[config.mk]
export PLATFORM = sky130hd
export DESIGN_NAME = video_output_pad_control
export DESIGN_NICKNAME = d
export VERILOG_FILES = /design/src/logic/video_pad_pkg.sv /design/src/logic/pad_group_drive.sv /design/src/logic/video_output_pad_control.sv
export SDC_FILE = /design/constraint.sdc
export NUM_CORES = 1
export LEC_CHECK = 0
export BUFFER_PORTS_ARGS = -buffer_cell sky130_fd_sc_hd__buf_2
export CAP_MARGIN = 15
export CORE_UTILIZATION = 53
export CTS_CLUSTER_DIAMETER = 60
export DETAILED_ROUTE_END_ITERATION = 10
export PLACE_DENSITY_LB_ADDON = 0.08
export SLEW_MARGIN = 15
export SYNTH_ARGS = -nofsm -noshare
export SYNTH_HDL_FRONTEND = slang
export SYNTH_SLANG_ARGS = --single-unit
[constraint.sdc]
create_clock -name i_clk_sys -period 5.2 [get_ports i_clk_sys]
set_input_delay 0.26 -clock i_clk_sys [delete_from_list [all_inputs] [get_ports i_clk_sys]]
set_output_delay 0.26 -clock i_clk_sys [all_outputs]
set_load 0.03 [all_outputs]
[src/logic/video_pad_pkg.sv]
// Shared constants and carrier types for the video output pad control block
package video_pad_pkg;

    // ------------------------------------------------------------
    // Register offsets
    // ------------------------------------------------------------
    localparam logic [7:0] ADDR_OUTPUT_DISABLE_CTRL = 8'h03;
    localparam logic [7:0] ADDR_TIMING_OUTPUT_CTRL = 8'h04;
    localparam logic [7:0] ADDR_CLOCK_SYNC_DRIVE_CTRL = 8'h0e;
    localparam logic [7:0] ADDR_CLOCK_POLARITY_CTRL = 8'h37;

    // ------------------------------------------------------------
    // Field positions
    // ------------------------------------------------------------
    localparam int GLOBAL_OUTPUT_DISABLE_BIT = 6;
    localparam int TIMING_OUTPUT_FORCE_BIT = 3;
    localparam int SUBCARRIER_LOCK_PIN_ENABLE_BIT = 1;
    localparam int DATA_DRIVE_STRENGTH_LSB = 4;
    localparam int CLOCK_OUTPUT_DISABLE_BIT = 6;
    localparam int CLOCK_DRIVE_STRENGTH_LSB = 2;
    localparam int SYNC_DRIVE_STRENGTH_LSB = 0;
    localparam int CLOCK_POLARITY_BIT = 0;

    // ------------------------------------------------------------
    // Reset values
    // ------------------------------------------------------------
    localparam logic [7:0] RST_OUTPUT_DISABLE_CTRL = 8'h00;
    localparam logic [7:0] RST_TIMING_OUTPUT_CTRL = 8'h10;
    localparam logic [7:0] RST_CLOCK_SYNC_DRIVE_CTRL = 8'h05;
    localparam logic [7:0] RST_CLOCK_POLARITY_CTRL = 8'h01;
    localparam logic [7:0] UNMAPPED_READ_VALUE = 8'h00;

    // ------------------------------------------------------------
    // Drive strength codes
    // ------------------------------------------------------------
    typedef enum logic [1:0] {
        DRIVE_1X = 2'h0,
        DRIVE_2X = 2'h1,
        DRIVE_3X = 2'h2,
        DRIVE_4X = 2'h3
    } drive_strength_e;

    // Per pin group pad control carried to the pad cells
    typedef struct packed {
        logic oe;
        drive_strength_e strength;
    } pad_ctrl_s;

    localparam pad_ctrl_s PAD_CTRL_RESET = '{oe: 1'b0, strength: DRIVE_1X};

endpackage

[src/logic/pad_group_drive.sv]
// Output register stage for one pin group: data, enable and strength
`timescale 1ns/100ps
`default_nettype none

module pad_group_drive #(
    parameter int WIDTH = 1
) (
    // Clock and reset
    input wire logic i_clk_sys,
    input wire logic i_rst,
    // From control logic
    input wire logic [WIDTH-1:0] i_data,
    input wire video_pad_pkg::pad_ctrl_s i_ctrl,
    // To pad cells
    output logic [WIDTH-1:0] o_data,
    output video_pad_pkg::pad_ctrl_s o_ctrl
);
    import video_pad_pkg::*;

    // Pin values registered so pads see glitch-free data
    always_ff @(posedge i_clk_sys)
    begin
        if (i_rst)
        begin
            o_data <= '0;
        end
        else
        begin
            o_data <= i_data;
        end
    end

    // Enable and strength registered in step with the data
    always_ff @(posedge i_clk_sys)
    begin
        if (i_rst)
        begin
            o_ctrl <= PAD_CTRL_RESET;
        end
        else
        begin
            o_ctrl <= i_ctrl;
        end
    end

endmodule // pad_group_drive

`default_nettype wire

[src/logic/video_output_pad_control.sv]
// Global output pin control: three-state, drive strength and clock polarity
//
// Overview of operation
// - Global output disable at 1 three-states pixel data, hsync, vsync, field and subcarrier lock; 0 at reset.
// - Timing output force at 1 keeps hsync, vsync and field driven despite the global disable; 0 at reset.
// - Clock output disable at 1 three-states the line-locked clock; at 0 it drives at the clock strength.
// - Pixel data drivers take a 2-bit strength code 00=1x 01=2x 10=3x 11=4x, resetting to 2x.
// - Line-locked clock driver takes its own 2-bit strength code of the same encoding, resetting to 2x.
// - Hsync, vsync and field drivers take a third strength code, also applied while forced active.
// - Subcarrier lock pin enable at 1 presents lock information on its pin; 0 at reset disables it.
// - Clock polarity bit at 1 (reset) gives a normal line-locked clock, at 0 an inverted one.
`timescale 1ns/100ps
`default_nettype none

module video_output_pad_control (
    // Clock and reset
    input wire logic i_clk_sys,
    input wire logic i_rst,
    // Register port from the serial host interface
    input wire logic [7:0] i_reg_addr,
    input wire logic [7:0] i_reg_wdata,
    input wire logic i_reg_wr,
    input wire logic i_reg_rd,
    output logic [7:0] o_reg_rdata,
    output logic o_reg_rvalid,
    // Video values from the processing core
    input wire logic [15:0] i_pixel_data,
    input wire logic i_horizontal_sync,
    input wire logic i_vertical_sync,
    input wire logic i_field,
    input wire logic i_subcarrier_lock,
    input wire logic i_line_locked_clock,
    // Pixel data pins
    output logic [15:0] o_pixel_data_out,
    output video_pad_pkg::pad_ctrl_s o_pixel_ctrl,
    // Timing pins: hsync, vsync, field
    output logic o_horizontal_sync_out,
    output logic o_vertical_sync_out,
    output logic o_field_out,
    output video_pad_pkg::pad_ctrl_s o_timing_ctrl,
    // Subcarrier lock pin
    output logic o_subcarrier_lock_out,
    output video_pad_pkg::pad_ctrl_s o_subcarrier_lock_ctrl,
    // Line-locked clock pin
    output logic o_line_locked_clock_out,
    output video_pad_pkg::pad_ctrl_s o_clock_ctrl
);
    import video_pad_pkg::*;

    // ------------------------------------------------------------
    // Control registers
    // ------------------------------------------------------------
    logic [7:0] output_disable_ctrl_ff;
    logic [7:0] timing_output_ctrl_ff;
    logic [7:0] clock_sync_drive_ctrl_ff;
    logic [7:0] clock_polarity_ctrl_ff;
    logic [7:0] nxt_rdata;

    // Unused bits are kept as plain storage so software reads back what it wrote
    always_ff @(posedge i_clk_sys)
    begin
        if (i_rst)
        begin
            output_disable_ctrl_ff <= RST_OUTPUT_DISABLE_CTRL;
            timing_output_ctrl_ff <= RST_TIMING_OUTPUT_CTRL;
            clock_sync_drive_ctrl_ff <= RST_CLOCK_SYNC_DRIVE_CTRL;
            clock_polarity_ctrl_ff <= RST_CLOCK_POLARITY_CTRL;
        end
        else if (i_reg_wr)
        begin
            unique case (i_reg_addr)
                ADDR_OUTPUT_DISABLE_CTRL: output_disable_ctrl_ff <= i_reg_wdata;
                ADDR_TIMING_OUTPUT_CTRL: timing_output_ctrl_ff <= i_reg_wdata;
                ADDR_CLOCK_SYNC_DRIVE_CTRL: clock_sync_drive_ctrl_ff <= i_reg_wdata;
                ADDR_CLOCK_POLARITY_CTRL: clock_polarity_ctrl_ff <= i_reg_wdata;
                default: ;
            endcase
        end
    end

    // Read mux; other addresses belong to other blocks and read as zero here
    always_comb
    begin
        unique case (i_reg_addr)
            ADDR_OUTPUT_DISABLE_CTRL: nxt_rdata = output_disable_ctrl_ff;
            ADDR_TIMING_OUTPUT_CTRL: nxt_rdata = timing_output_ctrl_ff;
            ADDR_CLOCK_SYNC_DRIVE_CTRL: nxt_rdata = clock_sync_drive_ctrl_ff;
            ADDR_CLOCK_POLARITY_CTRL: nxt_rdata = clock_polarity_ctrl_ff;
            default: nxt_rdata = UNMAPPED_READ_VALUE;
        endcase
    end

    // Read data registered, valid one cycle after the request
    always_ff @(posedge i_clk_sys)
    begin
        if (i_rst)
        begin
            o_reg_rdata <= 8'h00;
            o_reg_rvalid <= 1'b0;
        end
        else
        begin
            o_reg_rdata <= i_reg_rd ? nxt_rdata : o_reg_rdata;
            o_reg_rvalid <= i_reg_rd;
        end
    end

    // ------------------------------------------------------------
    // Field decode
    // ------------------------------------------------------------
    // Strength field extraction, shared by the three pin groups
    function automatic drive_strength_e strength_field(input logic [7:0] reg_value, input int lsb);
        strength_field = drive_strength_e'(reg_value[lsb +: 2]);
    endfunction

    // One enable per group: own enable, global disable and an override
    function automatic logic group_enable(input logic enable, input logic disable_all, input logic force_on);
        group_enable = enable & (~disable_all | force_on);
    endfunction

    logic global_output_disable;
    logic timing_output_force;
    logic subcarrier_lock_pin_enable;
    logic clock_output_disable;
    logic clock_polarity_normal;

    assign global_output_disable = output_disable_ctrl_ff[GLOBAL_OUTPUT_DISABLE_BIT];
    assign timing_output_force = timing_output_ctrl_ff[TIMING_OUTPUT_FORCE_BIT];
    assign subcarrier_lock_pin_enable = timing_output_ctrl_ff[SUBCARRIER_LOCK_PIN_ENABLE_BIT];
    assign clock_output_disable = clock_sync_drive_ctrl_ff[CLOCK_OUTPUT_DISABLE_BIT];
    assign clock_polarity_normal = clock_polarity_ctrl_ff[CLOCK_POLARITY_BIT];

    // ------------------------------------------------------------
    // Pin group control
    // ------------------------------------------------------------
    pad_ctrl_s pixel_ctrl;
    pad_ctrl_s timing_ctrl;
    pad_ctrl_s lock_pin_ctrl;
    pad_ctrl_s clock_ctrl;
    logic clock_value;

    // Enables merged per group, strength codes passed through untouched
    always_comb
    begin
        pixel_ctrl.oe = group_enable(1'b1, global_output_disable, 1'b0);
        pixel_ctrl.strength = strength_field(timing_output_ctrl_ff, DATA_DRIVE_STRENGTH_LSB);
        timing_ctrl.oe = group_enable(1'b1, global_output_disable, timing_output_force);
        timing_ctrl.strength = strength_field(clock_sync_drive_ctrl_ff, SYNC_DRIVE_STRENGTH_LSB);
        lock_pin_ctrl.oe = group_enable(subcarrier_lock_pin_enable, global_output_disable, 1'b0);
        lock_pin_ctrl.strength = pixel_ctrl.strength;
        clock_ctrl.oe = ~clock_output_disable;
        clock_ctrl.strength = strength_field(clock_sync_drive_ctrl_ff, CLOCK_DRIVE_STRENGTH_LSB);
    end

    // Polarity applied before the output flop, so the pin stays registered
    assign clock_value = clock_polarity_normal ? i_line_locked_clock : ~i_line_locked_clock;

    // ------------------------------------------------------------
    // Output stages
    // ------------------------------------------------------------
    pad_group_drive #(.WIDTH(16)) u_pixel_pads (
        .i_clk_sys(i_clk_sys),
        .i_rst(i_rst),
        .i_data(i_pixel_data),
        .i_ctrl(pixel_ctrl),
        .o_data(o_pixel_data_out),
        .o_ctrl(o_pixel_ctrl)
    );

    pad_group_drive #(.WIDTH(3)) u_timing_pads (
        .i_clk_sys(i_clk_sys),
        .i_rst(i_rst),
        .i_data({i_horizontal_sync, i_vertical_sync, i_field}),
        .i_ctrl(timing_ctrl),
        .o_data({o_horizontal_sync_out, o_vertical_sync_out, o_field_out}),
        .o_ctrl(o_timing_ctrl)
    );

    // Subcarrier lock shares the pixel strength; no separate code exists
    pad_group_drive #(.WIDTH(1)) u_lock_pad (
        .i_clk_sys(i_clk_sys),
        .i_rst(i_rst),
        .i_data(i_subcarrier_lock),
        .i_ctrl(lock_pin_ctrl),
        .o_data(o_subcarrier_lock_out),
        .o_ctrl(o_subcarrier_lock_ctrl)
    );

    pad_group_drive #(.WIDTH(1)) u_clock_pad (
        .i_clk_sys(i_clk_sys),
        .i_rst(i_rst),
        .i_data(clock_value),
        .i_ctrl(clock_ctrl),
        .o_data(o_line_locked_clock_out),
        .o_ctrl(o_clock_ctrl)
    );

    logic past_valid_ff;

    // Blocks checks on the first cycle after reset, before the pads settle
    always_ff @(posedge i_clk_sys)
    begin
        if (i_rst)
        begin
            past_valid_ff <= 1'b0;
        end
        else
        begin
            past_valid_ff <= 1'b1;
        end
    end
endmodule // video_output_pad_control

`default_nettype wire

# Word-level counts from Yosys, hierarchy flattened

Index checks and enable logic that the tools add are counted.

Reduce and logical (&&, ||, !) cells: 4
Bitwise operators: 5
Equal/unequal tests: 4
Mux-type cells: 2

Operator list:

| kind                                           | number |
|---|---|
| case mux 8 bit (4 select lines)                | 1 |
| == test 8 x 2 -> 1 bit (second input constant) | 1 |
| == test 8 x 3 -> 1 bit (second input constant) | 1 |
| == test 8 x 4 -> 1 bit (second input constant) | 1 |
| == test 8 x 6 -> 1 bit (second input constant) | 1 |
| AND reduction 2 bit                            | 4 |
| inverter 1 bit                                 | 3 |
| AND 1 bit                                      | 1 |
| two-way mux 1 bit                              | 1 |
| OR 1 bit                                       | 1 |

Logic and storage cells: 32
Input port bits: 41
Bits in registers: 72
Output and inout port bits: 42

# Depth between registers and ports, before layout

Gate-level depths: netlist (run 1).

Depth in word-level cells: 2
Mapped depth: 7
Depth with buffers taken out: 5

# Modules after synthesis

Synthesis (run 1) repeated with hierarchy kept, for this count alone.

Cells, all modules: 255
Area, all modules: 2725.1 sq um

By module, submodules not included:

| module                            | area each (sq um) | seq. area each (sq um) | cells an instance | times used |
|---|---|---|---|---|
| video_output_pad_control          | 1840.5            | 820.8                  | 188               | 1 |
| pad_group_drive (u_pixel_pads)    | 516.7             | 380.4                  | 39                | 1 |
| pad_group_drive (u_clock_pad ...) | 105.1             | 80.1                   | 8                 | 2 |
| pad_group_drive (u_timing_pads)   | 157.7             | 120.1                  | 12                | 1 |

# Worst setup path after synthesis (run 1)

No wires, ideal clock.

Path type: in2reg
Start: input port i_reg_addr[0]
End: register timing_output_ctrl_ff[4]
Setup time: 0.120 ns
Data required time: 5.080 ns
Slack: 3.395 ns
Buffers on the path: 0
Stages on the path: 4
Arrival time: 1.685 ns
Path through: or4b_4 nor4_4 nand2_2 a211o_1

Longest elaborated chain between the ends: 2

RTL lines:

| item                                 | RTL line                       | source |
|---|---|---|
| start: declaration                   | video_output_pad_control.sv:20 | `input wire logic [7:0] i_reg_addr,` |
| == test 8 x 3 -> 1 bit               | video_output_pad_control.sv:71 | `unique case (i_reg_addr)` |
| AND reduction 2 bit (no source line) | --                             |  |
| end signal: assignment               | video_output_pad_control.sv:73 | `ADDR_TIMING_OUTPUT_CTRL: timing_output_ctrl_ff <= i_reg_wdata;` |
| end: declaration                     | video_output_pad_control.sv:54 | `logic [7:0] timing_output_ctrl_ff;` |

No other way between the ends.
A chain may end at the register's enable or synchronous reset.

# Final worst setup path (run 1)

Ends and elaborated chain as after synthesis.

==> results of run 1 <==
## routing by layer
metal  routed length [um]  vias to the layer above
li1                     -                     1049
met1                 2600                      929
met2                 2495                       85
met3                  393                        4
met4                   41                        0
met5                    0                        -
## logic make-up after synthesis
family,synth area share (%)
AND/OR/NAND/NOR,23.41
flip-flops,56.20
AO/OA/AOI/OAI,13.66
buffers and inverters,3.317
multiplexers,2.732
XOR/XNOR,0.6831
## flip-flops by register name, summed over array words and instances (netlist names)
| signal | cells |
|---|---|
| clock_sync_drive_ctrl_ff | 8 |
| u_pixel_pads.o_data | 16 |
| u_clock_pad.o_ctrl | 3 |
| u_timing_pads.o_ctrl | 3 |
| clock_polarity_ctrl_ff | 8 |
| o_reg_rvalid | 1 |
| output_disable_ctrl_ff | 8 |
| u_lock_pad.o_ctrl | 3 |
| u_lock_pad.o_data | 1 |
| timing_output_ctrl_ff | 8 |
| o_reg_rdata | 8 |
| u_timing_pads.o_data | 3 |
| u_clock_pad.o_data | 1 |
| u_pixel_pads.o_ctrl | 1 |
## path summary, 6_finish.rpt
check                                          from                                     to  slack [ps]
max                                   i_reg_addr[0]  timing_output_ctrl_ff[4]$_SDFFE_PP1P_        3150
max reg2reg  output_disable_ctrl_ff[6]$_SDFFE_PP0P_            o_reg_rdata[6]$_SDFFE_PP0P_        4150
min                                 i_pixel_data[1]      u_pixel_pads.o_data[1]$_SDFF_PP0_         120
min reg2reg             o_reg_rdata[3]$_SDFFE_PP0P_            o_reg_rdata[3]$_SDFFE_PP0P_         450
## power by group through the flow
stage	clock network (mW)	logic [mW]	registers, mW
after floorplan	0	0.0255	0.603
after global placement	0	0.0815	0.578
after detailed placement	0	0.0823	0.578
after CTS	0.589	0.0825	0.565
after global routing	0.611	0.0884	0.566
final	0.581	0.0821	0.565
## final cells by class
class | instances | area, um2 | area share [%]
inverters | 1 | 3.754 | 0.1157
clock inverters | 5 | 127.6 | 3.935
repair buffers | 84 | 425.4 | 13.12
flip-flops and latches | 72 | 1441 | 44.44
multi-input cells | 172 | 1039 | 32.02
clock buffers | 11 | 141.4 | 4.360
well taps | 52 | 65.06 | 2.006
## Yosys cell counts, types with 5 or more instances
cell | number | area share (%)
a22oi_1 | 7 | 2.0
nor2_1 | 11 | 1.6
o21ai_1 | 5 | 0.98
nand2_1 | 39 | 5.7
clkbuf_1 | 10 | 1.5
nor2b_1 | 27 | 6.6
nand3_1 | 16 | 3.1
dfxtp_1 | 72 | 56
a21oi_1 | 25 | 4.9
mux2i_1 | 7 | 2.7
## metrics by stage
| step | area, um2 | util [%] | power (mW) | hold WS [ps] |
|---|---|---|---|---|
| finish | 3243 | 72.00 | 1.229 | 124.0 |
| CTS | 3243 | 72.00 | 1.237 | 112.8 |
| floorplan | 2565 | - | 0.6283 | 384.3 |
| detailed placement | 2974 | 66.03 | 0.6605 | 437.0 |
| global placement | 2974 | 66.03 | 0.6595 | 428.9 |
| global route | 3243 | 72.00 | 1.266 | 129.3 |
==> impl_metrics.json, run 1 <==
{
  "worst-path-buf-inv": 1,
  "firstDrtPassIters": 4,
  "cts_tree": "done",
  "cellPowerDensity_nw_per_um2": 378.9,
  "intPower_uw": 970.5,
  "p_seq_share_pct": 46.0,
  "vias": 2067,
  "synth_cell_types": 32,
  "syn_inst": 261,
  "drv_cap": 0,
  "grt-ovfl-total": 0,
  "cp.required_ps": 5430,
  "grt_use_met2_pct": 36.61,
  "nets": 381,
  "coreArea_um2": 4504,
  "track_usage_pct": 23.26,
  "yosys_warnings": 0,
  "relSlewSlack_pct": 41.64,
  "finClkSkew_ps": 6.042,
  "numCtsBuffers": 9,
  "dp_hpwl_mm": 3.653,
  "placed_cells": 381,
  "power.leakage_nw": 1.430,
  "fin_setup_tns_ps": 0,
  "timing_hold_violations_final": 0,
  "worstPathCellList": "buf_2, or4b_4, nor4_4, nand2_2, a211o_1",
  "grtUsageMet3_pct": 4.923,
  "grt_pass1_vias": 1969,
  "final_common_cell": "buf_2",
  "cp_slowest_cell": "nor4_4",
  "reg2reg_depth": 3,
  "finalMaxSlewViolations": 0,
  "drtIter0Drc": 88,
  "finalCriticalPeriod_ps": 2050,
  "ys_ff_latch": 72,
  "diodes": 0,
  "routed_wl_mm": 5.530,
  "fin_cells": 397,
  "syn_area_um2": 2565,
  "drc": 0,
  "worst_hold_path_type": "input pin to register",
  "use_met1_pct": 30.00,
  "grt_antenna_before_repair": 0,
  "syn_nets": 302,
  "status": "completed",
  "cts_root_buffer": "clkbuf_8",
  "port_buffers": 82,
  "ios": 83,
  "path_delay_family": "simple AND/OR/NAND/NOR gates",
  "die_area_um2": 5122,
  "min_period_over_period_pct": 39.43,
  "yosysSeqAreaShare_pct": 56.20,
  "path_clk_slew_ps": 80,
  "worstPathArrival_ps": 2280,
  "critPathMaxFanout": 17,
  "critPathKind": "input pin to register",
  "worstSkewPairLatency_ps": 340,
  "clk_path_buf_depth": 2,
  "wl_per_cell_um": 13.93,
  "syn_avg_cell_area_um2": 9.827,
  "critPathLaunchType": "input pin",
  "ctsResizeCount": 0,
  "busiest_layer": "met2",
  "worst_pin_slew_ps": 868.8,
  "via_per_inst": 5.207,
  "h-tree-depth": 3,
  "drive_gt1_share_pct": 31.30,
  "placementRows": 24,
  "cts_hold_buf": 0,
  "slowest_delay_ps": 750,
  "synth-async-reset-ratio_pct": 0,
  "synthFlopType": "dfxtp_1",
  "gp_congestion": 0.8355,
  "clock-sinks": 72,
  "fp.dieH_um": 71.57,
  "irDropWorstVdd_mv": 0.2659,
  "synth_edf_count": 0,
  "areaGrowthSynthToFinish_pct": 26.44,
  "grt_max_degree": 65,
  "grt_first_pass_wirelength_mm": 9.004,
  "setup_violations": 0,
  "max_freq_ghz": 0.4878,
  "initial_core_util_pct": 56.94,
  "place_ws_ps": 2805,
  "die_x_um": 71.57,
  "cp.depth": 5,
  "p_switching_uw": 258.3,
  "post_cts_buffers": 0,
  "swShare_pct": 21.02,
  "combPwrFrac_pct": 6.7,
  "final_cell_mix": "82 x buf_2, 72 x dfxtp_1, 39 x nand2_1",
  "whs_path_depth": 2,
  "cp-end-kind": "register",
  "fillers": 357,
  "finalWorstSetupSlack_ps": 3150,
  "rsz0062_at_grt": "no",
  "p_clk_share_pct": 47.3,
  "ant_nets": 0
}
(Power assumes the default switching activity.)
==> run 2, diff against run 1 <==
- CORE_UTILIZATION: 53 -> 45
- clock period: 5.2 -> 1.74 ns (I/O delays scaled with it)
==> run 2 against run 1 <==
- sequential cell count did not move
- critical endpoint is now clock_sync_drive_ctrl_ff[6]$_SDFFE_PP0P_
- sequential share of layout area fell by 4.2 points
- via count grew 5.7%
- combinational power increased to 3.5 times the previous value
- critical path type unchanged
==> impl_metrics.json, run 2 (synthesized netlist as in run 1, its figures left out) <==
{
  "status": "completed",
  "wl_per_cell_um": 12.76,
  "dp_hpwl_mm": 3.861,
  "port_buffers": 82,
  "nets": 415,
  "cts_tree": "done",
  "drive_gt1_share_pct": 32.19,
  "relSlewSlack_pct": 61.84,
  "grt_pass1_vias": 2138,
  "cp.required_ps": 2010,
  "worstPathArrival_ps": 1680,
  "cts_root_buffer": "clkbuf_8",
  "vias": 2185,
  "die_area_um2": 6005,
  "worst_hold_path_type": "input pin to register",
  "largest_reg_flops": 16,
  "ant_nets": 0,
  "met1_length_mm": 2.805,
  "grt-ovfl-total": 0,
  "power.leakage_nw": 1.589,
  "track_usage_pct": 21.42,
  "numCtsBuffers": 9,
  "cp-end-kind": "register",
  "irDropWorstVdd_mv": 0.5794,
  "highest_layer": "met4",
  "worstSkewPairLatency_ps": 340,
  "top_register": "u_pixel_pads.o_data",
  "h-tree-depth": 3,
  "fillers": 475,
  "final_common_cell": "buf_2",
  "clock-sinks": 72,
  "ctsResizeCount": 0,
  "max_freq_ghz": 0.7084,
  "wl_met3_um": 279,
  "critPathMaxFanout": 8,
  "finalPower_mw": 3.657,
  "routed_wl_mm": 5.755,
  "final_cell_mix": "82 x buf_2, 72 x dfxtp_1, 39 x nand2_1",
  "firstDrtPassIters": 4,
  "ios": 83,
  "crit-reg2reg-launch": "clock_sync_drive_ctrl_ff[3]$_SDFFE_PP0P_",
  "fin_setup_tns_ps": 0,
  "finalCriticalPeriod_ps": 1412,
  "rsz0062_at_grt": "no",
  "grt_max_degree": 63,
  "cp-startpoint": "i_reg_addr[0]",
  "areaGrowthSynthToFinish_pct": 39.71,
  "finalMaxSlewViolations": 0,
  "timing_hold_violations_final": 0,
  "worst_pin_slew_ps": 570.3,
  "holdWs_ps": 6.165,
  "diodes": 0,
  "die_x_um": 77.50,
  "fp.dieH_um": 77.50,
  "cellPowerDensity_nw_per_um2": 1021,
  "grt_antenna_before_repair": 0,
  "drc": 0,
  "hold_start": "i_rst",
  "min_period_over_period_pct": 81.13,
  "placementRows": 27,
  "critPathKind": "input pin to register",
  "gp_congestion": 0.7634,
  "coreArea_um2": 5507,
  "met2WireLength_mm": 2.553,
  "initial_core_util_pct": 46.58,
  "critPathLaunchType": "input pin",
  "finClkSkew_ps": 4.762,
  "clk_path_buf_depth": 2,
  "drtIter0Drc": 117,
  "utilization_pct": 65.08,
  "setup_violations": 0,
  "drv_cap": 0,
  "grt_first_pass_wirelength_mm": 9.963,
  "path_clk_slew_ps": 70,
  "via_per_inst": 4.845
}
run 2: metrics by stage:
stage | setup WS, ps | cell area [um2] | cells
after detailed placement | -16.46 | 3109 | 414
after global routing | 221.4 | 3583 | 451
after CTS | 344.6 | 3583 | 451
after floorplan | 108.3 | 2565 | 261
final | 328.4 | 3583 | 451
after global placement | 13.20 | 3109 | 414
run 2: worst paths after layout:
| path | endpoint | slack [ps] | depth (start not counted) |
|---|---|---|---|
| max reg2reg | o_reg_rdata[3]$_SDFFE_PP0P_ | 720 | 3 |
| min | o_reg_rvalid$_SDFF_PP0_ | 6 | 2 |
| min reg2reg | o_reg_rdata[7]$_SDFFE_PP0P_ | 450 | 1 |
| max | clock_sync_drive_ctrl_ff[6]$_SDFFE_PP0P_ | 330 | 7 |
run 2: cell type report:
| cell class | instances | area [um2] | share of cell area (%) |
|---|---|---|---|
| flip-flops and latches | 72 | 1441 | 40.22 |
| multi-input cells | 172 | 1039 | 28.98 |
| repair buffers | 118 | 745.7 | 20.81 |
| clock buffers | 12 | 165.2 | 4.609 |
| clock inverters | 4 | 98.84 | 2.758 |
| well taps | 72 | 90.09 | 2.514 |
| inverters | 1 | 3.754 | 0.1047 |
run 2: critical path, cell delays in order:
cell     delay [ps]
buf_2           100
or4b_4          550
buf_4           160
nor3_4          190
and2_1          330
nand2_1         110
a21oi_1         140
run 2: timing repair:
action                    4_1_cts  5_1_grt
hold buffers                   21        0
hold endpoints to repair       21        0
buffers inserted                0        0
run 2: metal layers:
layer / vias up / track usage (%)
li1: 1119 / -
met1: 997 / 28.92
met2: 59 / 32.30
met3: 10 / 4.471
met4: 0 / 10.75
met5: - / 0
run 2: report_power, final:
group	total, mW	internal [mW]	switching, mW
clock	1.68	1.07	0.604
sequential	1.69	1.68	0.00759
combinational	0.291	0.118	0.172
total	3.66	2.87	0.784
==> run 3, diff against run 2 <==
- CORE_UTILIZATION: 45 -> 49
- clock period: 1.74 -> 1.3 ns (I/O delays scaled with it)
==> run 3 against run 2 <==
- the flow now finishes with violations (setup timing)
- via count rose by 6.1%
- first-iteration DRC count fell by 33%
- final cell count rose by 3.5%
- sequential power rose by 34%
- critical endpoint is now timing_output_ctrl_ff[3]$_SDFFE_PP0P_
- largest cell class unchanged
- largest power group unchanged
==> impl_metrics.json, run 3 (synthesized netlist as in run 1, its figures left out) <==
{
  "top_register": "u_pixel_pads.o_data",
  "rsz0062_at_grt": "yes",
  "critPathMaxFanout": 7,
  "initial_core_util_pct": 52.56,
  "critPathKind": "input pin to register",
  "fin_cells": 467,
  "fin_setup_tns_ps": -13.53,
  "critPathLaunchType": "input pin",
  "power.leakage_nw": 1.692,
  "drv_cap": 0,
  "largest_reg_flops": 16,
  "numCtsBuffers": 9,
  "fillers": 346,
  "grt_antenna_before_repair": 0,
  "cts_tree": "done",
  "finalWorstSetupSlack_ps": -7.396,
  "placed_cells": 423,
  "cp.required_ps": 1520,
  "setup_violations": 4,
  "worstSkewPairLatency_ps": 340,
  "cp_common_cell": "nand2_4",
  "finalCriticalPeriod_ps": 1307,
  "drtIter0Drc": 78,
  "cts_root_buffer": "clkbuf_8",
  "grt_first_pass_wirelength_mm": 9.480,
  "relSlewSlack_pct": 61.98,
  "status": "finished with violations",
  "drive_gt1_share_pct": 40.50,
  "worst_pin_slew_ps": 568.2,
  "routed_wl_mm": 6.209,
  "cellPowerDensity_nw_per_um2": 1164,
  "placementRows": 25,
  "clock-sinks": 72,
  "finClkSkew_ps": 4.890,
  "max_freq_ghz": 0.7649,
  "fp.dieH_um": 74.35,
  "die_area_um2": 5528,
  "h-tree-depth": 3,
  "final_cell_mix": "80 x buf_2, 72 x dfxtp_1, 31 x nand2_1",
  "utilization_pct": 78.77,
  "slowest_delay_ps": 560,
  "grtUsageMet3_pct": 6.098,
  "violations": "setup timing",
  "grt_max_degree": 63,
  "dp_hpwl_mm": 4.008,
  "finalPower_mw": 4.473,
  "nets": 436,
  "busiest_layer": "met2",
  "ant_nets": 0,
  "wl_per_cell_um": 13.30,
  "worstPathArrival_ps": 1530,
  "cp_slowest_cell": "or4b_4",
  "via_per_inst": 4.966,
  "finalMaxSlewViolations": 0,
  "grt_use_met2_pct": 35.25,
  "port_buffers": 82,
  "firstDrtPassIters": 4,
  "final_common_cell": "buf_2",
  "drc": 0,
  "areaGrowthSynthToFinish_pct": 49.85,
  "timing_hold_violations_final": 0,
  "worstPathCellList": "buf_6, or4b_4, nor4_4, buf_4, nand2_4, buf_12, nand2_4, a21oi_2",
  "grt_pass1_vias": 2022,
  "die_x_um": 74.35,
  "place_ws_ps": -395.9,
  "vias": 2319,
  "cp-end-kind": "register",
  "worst-path-buf-inv": 3,
  "path_clk_slew_ps": 70,
  "grt-ovfl-total": 0,
  "clk_path_buf_depth": 2,
  "worst_hold_path_type": "input pin to register",
  "gp_congestion": 0.8189,
  "use_met1_pct": 31.52,
  "path_delay_family": "simple AND/OR/NAND/NOR gates",
  "irDropWorstVdd_mv": 0.7604,
  "ios": 83,
  "diodes": 0,
  "coreArea_um2": 4880,
  "min_period_over_period_pct": 100.6,
  "track_usage_pct": 23.43
}
[run 3: cell type report]
type,count,area (um2),area share (%)
inverters,1,3.754,0.09766
well taps,67,83.83,2.181
repair buffers,139,945.9,24.61
flip-flops and latches,72,1441,37.50
clock inverters,6,67.56,1.758
multi-input cells,172,1164,30.27
clock buffers,10,137.6,3.581
[run 3: report_power, final]
| part | leakage [nW] | internal (mW) | switching (mW) |
|---|---|---|---|
| combinational | 1.00 | 0.188 | 0.247 |
| clock | 0.0989 | 0.944 | 0.832 |
| sequential | 0.588 | 2.25 | 0.0103 |
[run 3: worst register-to-register path, cell delays in order, from the launching register on]
cell and delay [ps]:
dfxtp_1 360, a22o_1 260, a221oi_1 210, o21ai_1 90
[run 3: worst paths after layout]
path         depth (start not counted)                                      to                             startpoint  slack, ps
max                                  8   timing_output_ctrl_ff[3]$_SDFFE_PP0P_                          i_reg_addr[4]         -7
min reg2reg                          1             o_reg_rdata[5]$_SDFFE_PP0P_            o_reg_rdata[5]$_SDFFE_PP0P_        450
min                                  3  output_disable_ctrl_ff[7]$_SDFFE_PP0P_                         i_reg_wdata[7]         20
max reg2reg                          3             o_reg_rdata[1]$_SDFFE_PP0P_  timing_output_ctrl_ff[1]$_SDFFE_PP0P_        290
[run 3: metrics by stage]
| stage | area [um2] | hold slack, ps |
|---|---|---|
| 6_report | 3844 | 21.57 |
| 5_1_grt | 3844 | 16.63 |
| 4_1_cts | 3747 | 1.830 |
| 3_5_place_dp | 3229 | 278.8 |
| 3_3_place_gp | 3229 | 271.2 |
| 2_1_floorplan | 2600 | 189.3 |
[run 3: layer usage]
layer / part of all wire (%) / routed length [um] / vias up
met2: 46 / 2868 / 79
met4: 1.4 / 89 / 0
met3: 6.1 / 377 / 8
li1: - / - / 1162
met5: 0 / 0 / -
met1: 46 / 2873 / 1070
[run 3: what timing repair did]
item	CTS	global route
hold endpoints to repair	24	0
gates resized for setup	14	21
setup buffers	3	1
pin swaps	16	3
endpoints found under the setup margin	5	20
hold buffers	25	0
